===== src/core/pfg_pkg.sv =====
// Purpose: Constants for the eight-pin port with wake-up and segment mux.
// Assumes: AXI4-Lite register access with 32-bit data.
// Notes: Offsets are register indices; a register's byte address is four times its index.

package pfg_pkg;
	localparam int PFG_WIDTH = 8;
	localparam int PFG_ADDR_W = 16;
	localparam logic [15:0] PFG_OFS_FUNC_SEL = 16'hFFCC;
	localparam logic [15:0] PFG_OFS_OUT_LATCH = 16'hFFD8;
	localparam logic [15:0] PFG_OFS_PULLUP = 16'hFFE2;
	localparam logic [15:0] PFG_OFS_DIRECTION = 16'hFFE8;
	localparam logic [15:0] PFG_OFS_CONTROL = 16'hFFF0;
	// The bus is only 16 bits wide, so the two top index bits are dropped.
	// They are the same for every register, so the addresses stay distinct.
	localparam logic [15:0] PFG_ADR_FUNC_SEL = {PFG_OFS_FUNC_SEL[13:0], 2'b00};
	localparam logic [15:0] PFG_ADR_OUT_LATCH = {PFG_OFS_OUT_LATCH[13:0], 2'b00};
	localparam logic [15:0] PFG_ADR_PULLUP = {PFG_OFS_PULLUP[13:0], 2'b00};
	localparam logic [15:0] PFG_ADR_DIRECTION = {PFG_OFS_DIRECTION[13:0], 2'b00};
	localparam logic [15:0] PFG_ADR_CONTROL = {PFG_OFS_CONTROL[13:0], 2'b00};
	localparam logic [7:0] PFG_REG_RESET = 8'h00;
	localparam logic [7:0] PFG_DIR_READ = 8'hFF;
	localparam int PFG_CTRL_STANDBY_BIT = 0;
	localparam int PFG_SEG_TOP_BIT = 3;
	localparam logic [3:0] PFG_SEG_RESET = 4'h0;
	localparam int PFG_CTRL_SEG_LSB = 4;
	localparam logic [1:0] PFG_RESP_OKAY = 2'h0;
	localparam logic [1:0] PFG_RESP_SLVERR = 2'h2;
	typedef enum logic [0:0] {
		PFG_IDLE = 1'b0,
		PFG_RESP = 1'b1
	} pfg_state_t;
endpackage


===== src/core/pfg_port.sv =====
// Purpose: Eight-pin general-purpose port with wake-up and segment mux.
// Assumes: Pins are resolved outside from output, enable and pull-up.
// Notes: Each register sits at four times its index on the bus.
// Contract
// [RULE1] Data read returns latch for pins whose direction bit is one.
// [RULE2] Data read returns synchronised pin level where direction bit is zero.
// [RULE3] Direction bit one makes pin output, zero makes it input.
// [RULE4] Direction register is write-only and reads back all ones.
// [RULE5] Direction and latch act only on pins selected as general I/O; the code still gates pull-ups and the data read by direction on every pin.
// [RULE6] Pull-up on only when direction is zero and pull-up bit is one.
// [RULE7] All pull-ups are off after reset until software enables them.
// [RULE8] Function select bit zero is ordinary I/O, one is wake-up input.
// [RULE9] Segment field top bit set makes every pin a segment output.
// [RULE10] In standby pins float, except pulled-up pins which show high.
// [RULE11] Data, direction, pull-up and function select reset to zero.
// [RULE12] Pull-up and function select read back their last written value.
//
// Local design decision: the AXI4-Lite register port.

`timescale 1ns/1ps
`default_nettype none

module pfg_port
	import pfg_pkg::*;
#(
	parameter int WIDTH = PFG_WIDTH
) (
	input wire logic mclk,
	input wire logic rst_n,
	input wire logic [15:0] s_axi_awaddr,
	input wire logic s_axi_awvalid,
	output logic s_axi_awready,
	input wire logic [31:0] s_axi_wdata,
	input wire logic [3:0] s_axi_wstrb,
	input wire logic s_axi_wvalid,
	output logic s_axi_wready,
	output logic [1:0] s_axi_bresp,
	output logic s_axi_bvalid,
	input wire logic s_axi_bready,
	input wire logic [15:0] s_axi_araddr,
	input wire logic s_axi_arvalid,
	output logic s_axi_arready,
	output logic [31:0] s_axi_rdata,
	output logic [1:0] s_axi_rresp,
	output logic s_axi_rvalid,
	input wire logic s_axi_rready,
	input wire logic [WIDTH-1:0] general_io_pin_in,
	output logic [WIDTH-1:0] general_io_pin_out,
	output logic [WIDTH-1:0] general_io_pin_oe,
	output logic [WIDTH-1:0] pullup_on,
	input wire logic [WIDTH-1:0] lcd_segment_data,
	output logic [WIDTH-1:0] wakeup_input,
	output logic [3:0] segment_select_field
);

	// ************************************************************
	// Reset release and pin synchronisers
	// ************************************************************
	logic rst_meta_n;
	logic rst_sync_n;
	logic [WIDTH-1:0] pin_meta;
	logic [WIDTH-1:0] pin_sync;
	logic [WIDTH-1:0] seg_meta;
	logic [WIDTH-1:0] seg_sync;

	always_ff @(posedge mclk or negedge rst_n) begin
		if (!rst_n) begin
			rst_meta_n <= 1'b0;
			rst_sync_n <= 1'b0;
		end else begin
			rst_meta_n <= 1'b1;
			rst_sync_n <= rst_meta_n;
		end
	end

	// Pins are asynchronous, so no logic sees them before two stages.
	always_ff @(posedge mclk or negedge rst_sync_n) begin
		if (!rst_sync_n) begin
			pin_meta <= '0;
			pin_sync <= '0;
			seg_meta <= '0;
			seg_sync <= '0;
		end else begin
			pin_meta <= general_io_pin_in;
			pin_sync <= pin_meta;
			seg_meta <= lcd_segment_data;
			seg_sync <= seg_meta;
		end
	end

	// ************************************************************
	// Register file
	// ************************************************************
	logic [WIDTH-1:0] port_output_latch;
	logic [WIDTH-1:0] port_direction;
	logic [WIDTH-1:0] port_pullup_enable;
	logic [WIDTH-1:0] port_function_select;
	logic standby;
	logic [15:0] aw_addr;
	logic [31:0] w_data;
	logic w_lane;
	logic aw_held;
	logic w_held;
	logic do_write;
	logic wr_hit;

	assign do_write = aw_held && w_held && !s_axi_bvalid;
	assign wr_hit = (aw_addr == PFG_ADR_FUNC_SEL)
		|| (aw_addr == PFG_ADR_OUT_LATCH)
		|| (aw_addr == PFG_ADR_PULLUP)
		|| (aw_addr == PFG_ADR_DIRECTION)
		|| (aw_addr == PFG_ADR_CONTROL);

	// Address and data are taken in either order and held until both exist.
	always_ff @(posedge mclk or negedge rst_sync_n) begin
		if (!rst_sync_n) begin
			aw_held <= 1'b0;
			w_held <= 1'b0;
			aw_addr <= '0;
			w_data <= '0;
			w_lane <= 1'b0;
			s_axi_awready <= 1'b0;
			s_axi_wready <= 1'b0;
		end else begin
			s_axi_awready <= !aw_held && !s_axi_awready;
			s_axi_wready <= !w_held && !s_axi_wready;
			if (s_axi_awvalid && s_axi_awready) begin
				aw_held <= 1'b1;
				aw_addr <= {s_axi_awaddr[15:2], 2'b00};
			end else if (do_write) begin
				aw_held <= 1'b0;
			end
			if (s_axi_wvalid && s_axi_wready) begin
				w_held <= 1'b1;
				w_data <= s_axi_wdata;
				w_lane <= s_axi_wstrb[0];
			end else if (do_write) begin
				w_held <= 1'b0;
			end
		end
	end

	always_ff @(posedge mclk or negedge rst_sync_n) begin
		if (!rst_sync_n) begin
			s_axi_bvalid <= 1'b0;
			s_axi_bresp <= PFG_RESP_OKAY;
		end else if (do_write) begin
			s_axi_bvalid <= 1'b1;
			s_axi_bresp <= wr_hit ? PFG_RESP_OKAY : PFG_RESP_SLVERR;
		end else if (s_axi_bready) begin
			s_axi_bvalid <= 1'b0;
		end
	end

	// Only byte lane zero carries the eight bits; other lanes are ignored.
	always_ff @(posedge mclk or negedge rst_sync_n) begin
		if (!rst_sync_n) begin
			port_output_latch <= PFG_REG_RESET; // [RULE11]
			port_direction <= PFG_REG_RESET; // [RULE11]
			port_pullup_enable <= PFG_REG_RESET; // [RULE7] [RULE11]
			port_function_select <= PFG_REG_RESET; // [RULE8] [RULE11]
			segment_select_field <= PFG_SEG_RESET;
			standby <= 1'b0;
		end else if (do_write && w_lane) begin
			case (aw_addr)
				PFG_ADR_FUNC_SEL: port_function_select <= w_data[WIDTH-1:0];
				PFG_ADR_OUT_LATCH: port_output_latch <= w_data[WIDTH-1:0];
				PFG_ADR_PULLUP: port_pullup_enable <= w_data[WIDTH-1:0];
				PFG_ADR_DIRECTION: port_direction <= w_data[WIDTH-1:0];
				PFG_ADR_CONTROL: begin
					standby <= w_data[PFG_CTRL_STANDBY_BIT];
					segment_select_field <= w_data[PFG_CTRL_SEG_LSB+:4];
				end
				default: begin
				end
			endcase
		end
	end

	// ************************************************************
	// Read channel
	// ************************************************************
	pfg_state_t rd_state;
	logic [WIDTH-1:0] read_port;

	// Each bit picks latch or pin by its own direction bit.
	assign read_port = (port_direction & port_output_latch)
		| (~port_direction & pin_sync); // [RULE1] [RULE2]

	always_ff @(posedge mclk or negedge rst_sync_n) begin
		if (!rst_sync_n) begin
			rd_state <= PFG_IDLE;
			s_axi_arready <= 1'b0;
			s_axi_rvalid <= 1'b0;
			s_axi_rdata <= '0;
			s_axi_rresp <= PFG_RESP_OKAY;
		end else begin
			case (rd_state)
				PFG_IDLE: begin
					s_axi_arready <= !s_axi_arready;
					if (s_axi_arvalid && s_axi_arready) begin
						s_axi_arready <= 1'b0;
						s_axi_rvalid <= 1'b1;
						s_axi_rresp <= PFG_RESP_OKAY;
						s_axi_rdata <= '0;
						rd_state <= PFG_RESP;
						case ({s_axi_araddr[15:2], 2'b00})
							PFG_ADR_FUNC_SEL:
								s_axi_rdata[WIDTH-1:0] <= port_function_select; // [RULE12]
							PFG_ADR_OUT_LATCH:
								s_axi_rdata[WIDTH-1:0] <= read_port;
							PFG_ADR_PULLUP:
								s_axi_rdata[WIDTH-1:0] <= port_pullup_enable; // [RULE12]
							PFG_ADR_DIRECTION:
								s_axi_rdata[WIDTH-1:0] <= PFG_DIR_READ; // [RULE4]
							PFG_ADR_CONTROL: begin
								s_axi_rdata[PFG_CTRL_STANDBY_BIT] <= standby;
								s_axi_rdata[PFG_CTRL_SEG_LSB+:4] <= segment_select_field;
							end
							default: s_axi_rresp <= PFG_RESP_SLVERR;
						endcase
					end
				end
				PFG_RESP: begin
					if (s_axi_rready) begin
						s_axi_rvalid <= 1'b0;
						rd_state <= PFG_IDLE;
					end
				end
				default: rd_state <= PFG_IDLE;
			endcase
		end
	end

	// ************************************************************
	// Pin function mux
	// ************************************************************
	logic seg_mode;
	logic [WIDTH-1:0] next_oe;
	logic [WIDTH-1:0] next_out;
	logic [WIDTH-1:0] next_pull;
	logic [WIDTH-1:0] next_wake;

	assign seg_mode = segment_select_field[PFG_SEG_TOP_BIT];

	genvar gi;
	generate
		for (gi = 0; gi < WIDTH; gi++) begin : g_pin
			logic gpio_sel;
			assign gpio_sel = !seg_mode && !port_function_select[gi]; // [RULE5] [RULE8]
			always_comb begin
				next_pull[gi] = !port_direction[gi]
					&& port_pullup_enable[gi]; // [RULE6]
				next_wake[gi] = !seg_mode && port_function_select[gi]; // [RULE8]
				if (standby) begin
					next_oe[gi] = 1'b0; // [RULE10]
					next_out[gi] = 1'b0;
				end else if (seg_mode) begin
					next_oe[gi] = 1'b1; // [RULE9]
					next_out[gi] = seg_sync[gi];
				end else if (gpio_sel) begin
					next_oe[gi] = port_direction[gi]; // [RULE3] [RULE5]
					next_out[gi] = port_output_latch[gi];
				end else begin
					next_oe[gi] = 1'b0;
					next_out[gi] = 1'b0;
				end
			end
		end
	endgenerate

	// Wake-up is passed as the synchronised pin level; edge logic is outside.
	always_ff @(posedge mclk or negedge rst_sync_n) begin
		if (!rst_sync_n) begin
			general_io_pin_oe <= '0;
			general_io_pin_out <= '0;
			pullup_on <= '0; // [RULE7]
			wakeup_input <= '0;
		end else begin
			general_io_pin_oe <= next_oe;
			general_io_pin_out <= next_out;
			pullup_on <= next_pull; // [RULE6] [RULE10]
			wakeup_input <= next_wake & pin_sync;
		end
	end

	// ************************************************************
	// Checks
	// ************************************************************
	dir_readback_a: assert property (@(posedge mclk) disable iff (!rst_sync_n)
		(s_axi_arvalid && s_axi_arready
		&& {s_axi_araddr[15:2], 2'b00} == PFG_ADR_DIRECTION)
		|=> s_axi_rdata[7:0] == 8'hFF) // [RULE4]
		else $error("direction read not all ones");

	data_read_a: assert property (@(posedge mclk) disable iff (!rst_sync_n)
		(s_axi_arvalid && s_axi_arready
		&& {s_axi_araddr[15:2], 2'b00} == PFG_ADR_OUT_LATCH)
		|=> s_axi_rdata[WIDTH-1:0] == $past(read_port)) // [RULE1] [RULE2]
		else $error("data read mismatch");

	pull_gate_a: assert property (@(posedge mclk) disable iff (!rst_sync_n)
		pullup_on == ($past(port_pullup_enable) & ~$past(port_direction))) // [RULE6]
		else $error("pull-up gating wrong");

	seg_drive_a: assert property (@(posedge mclk) disable iff (!rst_sync_n)
		($past(seg_mode) && !$past(standby)) |-> general_io_pin_oe == '1) // [RULE9]
		else $error("segment mode not driving");

	standby_float_a: assert property (@(posedge mclk) disable iff (!rst_sync_n)
		$past(standby) |-> general_io_pin_oe == '0) // [RULE10]
		else $error("pins driven in standby");

	wake_no_drive_a: assert property (@(posedge mclk) disable iff (!rst_sync_n)
		(!$past(seg_mode)) |->
		(general_io_pin_oe & $past(port_function_select)) == '0) // [RULE5]
		else $error("wake-up pin driven");

	gpio_dir_a: assert property (@(posedge mclk) disable iff (!rst_sync_n)
		(!$past(seg_mode) && !$past(standby)) |->
		general_io_pin_oe == ($past(port_direction)
		& ~$past(port_function_select))) // [RULE3]
		else $error("direction not applied");

	reset_clear_a: assert property (@(posedge mclk)
		!rst_sync_n |-> (port_output_latch == 8'h00
		&& port_direction == 8'h00 && port_pullup_enable == 8'h00
		&& port_function_select == 8'h00)) // [RULE11]
		else $error("registers not cleared");

	pull_write_a: assert property (@(posedge mclk) disable iff (!rst_sync_n)
		(do_write && w_lane && aw_addr == PFG_ADR_PULLUP)
		|=> port_pullup_enable == $past(w_data[WIDTH-1:0])) // [RULE12]
		else $error("pull-up write lost");

endmodule // pfg_port

`default_nettype wire


===== config.mk =====
export PLATFORM = sky130hd
export DESIGN_NAME = pfg_port
export DESIGN_NICKNAME = d
export VERILOG_FILES = /design/src/core/pfg_pkg.sv /design/src/core/pfg_port.sv
export SDC_FILE = /design/constraint.sdc
export NUM_CORES = 1
export LEC_CHECK = 0
export BUFFER_PORTS_ARGS = -buffer_cell sky130_fd_sc_hd__buf_2
export CAP_MARGIN = 20
export CORE_MARGIN = 2
export CORE_UTILIZATION = 38
export DETAILED_ROUTE_END_ITERATION = 8
export PLACE_DENSITY = 0.7
export SYNTH_ARGS = -nofsm -noshare
export SYNTH_HDL_FRONTEND = slang
export SYNTH_SLANG_ARGS = --single-unit

===== constraint.sdc =====
create_clock -name mclk -period 4.5 [get_ports mclk]
set_input_delay 0.45 -clock mclk [delete_from_list [all_inputs] [get_ports mclk]]
set_output_delay 0.45 -clock mclk [all_outputs]
set_load 0.005 [all_outputs]

==> impl_results.md <==
* Run status: completed
* CP startpoint kind: flip-flop
* Number of antenna violations at the first check in global routing at 1
* Gr ovfl total at 0
* RSZ-0062 raised after global routing: false
* Vias after detailed routing at roughly 3800
* Post-layout util at 0.482
* Post-CTS setup-driven buffer insertion count at 0
* Total core area at ~15000 µm²
* Slack of the worst reg-to-reg path at 2.28 ns
* Number of warnings reported in the yosys synthesis log at 0
* Hold crit path type: in2reg
* Quantity of I/O buffers inserted on ports at 110
* Maximum clock frequency at between 400 and 500 MHz
* Leakage component of the power at 3.52 nW
* Io pins at 168
* Maximum number of pins on one net before global-route repair at 78
* Post-Route Skew at 0.00633 ns
* Fraction of layout instances using a drive strength above 1 at 0.274
* Final total negative setup slack at 0 ns
* Synth area leader: sky130_fd_sc_hd__dfrtp_1
* Proportion of register bits with asynchronous set or reset after synthesis at 1.00
* Slew Limit Fails at 0
* Total Die Area at 16100 µm²
* Initial detailed-routing violation count at 140
* Critical Path End Type: flip-flop
* Latest clock arrival within the worst-skew pair at 0.41 ns
* DRC violation count after routing at 0
* Final setup violation count at 0
* Synthesized area per cell at approximately 13 µm²
* Final weighted congestion in routability-driven placement at 0.772
* Number of iterations in the first detailed-routing pass at 4
* Slew headroom at 0.366
* Most numerous cell in the Yosys netlist: sky130_fd_sc_hd__dfrtp_1
* Total GRT Usage at 0.161
* Clock net sink count at 144
* Total count of hold-check failures in the final report at 0
* Startpoint of the lowest-slack register-to-register path: s_axi_bvalid$_DFFE_PN0P_
* Most common library cells after synthesis: 144 x sky130_fd_sc_hd__dfrtp_1, 55 x sky130_fd_sc_hd__mux2_1, 38 x sky130_fd_sc_hd__nor2_1
* Detailed-route vias per instance at 4.94
* Average wire per cell in the routed design at between 15 and 20 µm
* Worst R2R End: port_pullup_enable[3]$_DFFE_PN0P_
* Die Span Y at 127 µm
* Worst-case vdd ir drop at 0.290 mV
* Detailed Route WL at 12300 µm
* Shortest period the worst path allows at 2.22 ns
* Number of routed nets with antenna violations at 0
* Sequential-to-total area share from yosys stat at 0.628
* Number of flops mapped to enable cells by yosys at 0
* Clock-pin slew on the worst setup and hold paths at 0.06 ns
* Critical Setup Path Class: reg2reg
* Buffer depth of the longest clock path at 2
* Worst r2r path cells at 4
* Post-Synthesis Cell Area at 5730 µm²
* Leading register cell type out of synthesis: sky130_fd_sc_hd__dfrtp_1
* Post-synthesis cell count at 445
* Net count reported at finish at 656
* Data required time at the worst endpoint at 4.79 ns
* Wire length of the first global-routing pass at a little under 20000 µm
* Seq cells post-synth at approximately 140
* Transition at the pin with the smallest max-transition slack at 0.951 ns
* Via count of the first global-routing pass at approximately 3800
* Post-cts resize count at 0
* Critical path destination: port_pullup_enable[3]$_DFFE_PN0P_
* Number of clock buffers inserted by TritonCTS at 17
* HPWL Detailed at 8700 µm
* Initial standard-cell utilization of the core at 0.392
* Final period utilization at 0.493
* Arrival time of data at the critical path endpoint at 2.51 ns
* Launch instance of the worst min-delay path: lcd_segment_data[0]
* Post-synth top area share at 0.628
* Power per standard cell area at 507 nW/µm²
* Cell chosen for the clock root: sky130_fd_sc_hd__clkbuf_16
* Number of buffers added to fix hold violations after cts at 1
* Unique cell type count in the Yosys netlist at 46
* Worst setup slack after placement at 2.11 ns
* Width of the die at approximately 130 µm
* Largest fanout on the critical path at 8
* Beginning of the critical path: s_axi_bvalid$_DFFE_PN0P_
* Tot Pwr at 3.58 mW
* Slack of the critical path at 2.28 ns
* Max_cap viols at 0
* Row Count at 44
* H-tree levels at 4
* Clock tree from TritonCTS: yes
* Area overhead of the layout relative to synthesis at 23.2%
* Dominant cells by area after synthesis: sky130_fd_sc_hd__dfrtp_1 63%, sky130_fd_sc_hd__mux2_1 11%, sky130_fd_sc_hd__buf_4 3.4%
[cells by family after synthesis]
logic type | Yosys count | synth area share
buffers and inverters | 53 | 0.0524
xor gates and xnor gates | 3 | 0.00458
muxes | 68 | 0.132
and+or+nand+nor | 121 | 0.119
other | 2 | 0.00131
AOI/OAI and AO/OA | 54 | 0.0620
DFF | 144 | 0.628
[cell type report]
| class | instances | area (µm²) |
|---|---|---|
| Clock inverter | 10 | 183 |
| Multi-Input combinational cell | 273 | 1920 |
| Timing Repair Buffer | 116 | 598 |
| Antenna cell | 1 | 2.50 |
| Sequential cell | 144 | 3610 |
| Clock buffer | 21 | 470 |
| Inverter | 13 | 48.8 |
| Tap cell | 184 | 230 |
| Fill cell | 1343 | 7580 |
[worst max-delay path, stage by stage, from the launching register on]
cell	delay (ns)
sky130_fd_sc_hd__dfrtp_1	0.40
sky130_fd_sc_hd__nand3b_1	0.26
sky130_fd_sc_hd__nor4_1	0.43
sky130_fd_sc_hd__nand3_1	0.51
sky130_fd_sc_hd__mux2_1	0.49
[flip-flops by register name (all words and copies together), names as in the netlist, 8 cells and up]
register              cells
seg_meta                  8
s_axi_rdata               8
pin_sync                  8
seg_sync                  8
port_direction            8
general_io_pin_oe         8
wakeup_input              8
w_data                    8
pullup_on                 8
general_io_pin_out        8
port_output_latch         8
port_pullup_enable        8
port_function_select      8
aw_addr                  14
pin_meta                  8
[layer usage]
| metal | vias to the layer above | GRT usage | wire (µm) |
|---|---|---|---|
| li1 | 1744 | - | - |
| met1 | 1867 | 0.199 | 5260 |
| met2 | 133 | 0.266 | 6140 |
| met3 | 19 | 0.0498 | 690 |
| met4 | 0 | 0.0608 | 229 |
| met5 | - | 0 | 0 |
[power by group]
| group | switching [mW] | leakage (nW) | internal [mW] |
|---|---|---|---|
| Clock | 0.508 | 0.311 | 1.02 |
| Combinational | 0.194 | 1.36 | 0.202 |
| Sequential | 0.178 | 1.85 | 1.48 |
[how the worst min path moves through the flow]
stage	to	slack, ns	cells past startpoint
2_1_floorplan	rst_meta_n$_DFF_PN0_	0.15	0
3_3_place_gp	rst_meta_n$_DFF_PN0_	0.23	1
3_5_place_dp	rst_meta_n$_DFF_PN0_	0.24	1
4_1_cts	pin_meta[5]$_DFF_PN0_	0.12	1
5_1_grt	seg_meta[5]$_DFF_PN0_	0.12	1
6_report	seg_meta[0]$_DFF_PN0_	0.14	1
[metrics by stage]
stage,hold WS [ns],area [µm²],std cells
2_1_floorplan,0.154,5830,470
3_3_place_gp,0.235,6400,729
3_5_place_dp,0.240,6400,729
4_1_cts,0.120,7060,761
5_1_grt,0.120,7060,762
6_report,0.141,7060,762
[layout by cell type (no fill, tap or decap), types with 3 or more instances in the layout]
cell type | Yosys | final
sky130_fd_sc_hd__clkinvlp_4 | 0 | 3
sky130_fd_sc_hd__mux2_2 | 6 | 6
sky130_fd_sc_hd__nand3b_1 | 3 | 3
sky130_fd_sc_hd__o2bb2ai_1 | 5 | 5
sky130_fd_sc_hd__o21ai_0 | 5 | 5
sky130_fd_sc_hd__buf_4 | 26 | 5
sky130_fd_sc_hd__clkbuf_8 | 0 | 3
sky130_fd_sc_hd__nand2b_1 | 5 | 5
sky130_fd_sc_hd__a31oi_1 | 5 | 5
sky130_fd_sc_hd__nor3b_1 | 10 | 10
sky130_fd_sc_hd__nor4_1 | 4 | 4
sky130_fd_sc_hd__nor2b_1 | 8 | 8
sky130_fd_sc_hd__and3_1 | 4 | 4
sky130_fd_sc_hd__a22oi_1 | 7 | 7
sky130_fd_sc_hd__xnor2_1 | 3 | 3
sky130_fd_sc_hd__nor3_1 | 5 | 5
sky130_fd_sc_hd__inv_1 | 13 | 13
sky130_fd_sc_hd__nor4b_1 | 4 | 4
sky130_fd_sc_hd__a21oi_1 | 20 | 20
sky130_fd_sc_hd__buf_2 | 3 | 110
sky130_fd_sc_hd__nand2_1 | 24 | 24
sky130_fd_sc_hd__bufinv_16 | 0 | 5
sky130_fd_sc_hd__dfrtp_1 | 144 | 143
sky130_fd_sc_hd__mux2i_1 | 7 | 7
sky130_fd_sc_hd__conb_1 | 2 | 27
sky130_fd_sc_hd__mux2_1 | 55 | 55
sky130_fd_sc_hd__nor2_1 | 38 | 38
sky130_fd_sc_hd__clkbuf_16 | 0 | 17
Power figures use the tool's default switching activity.
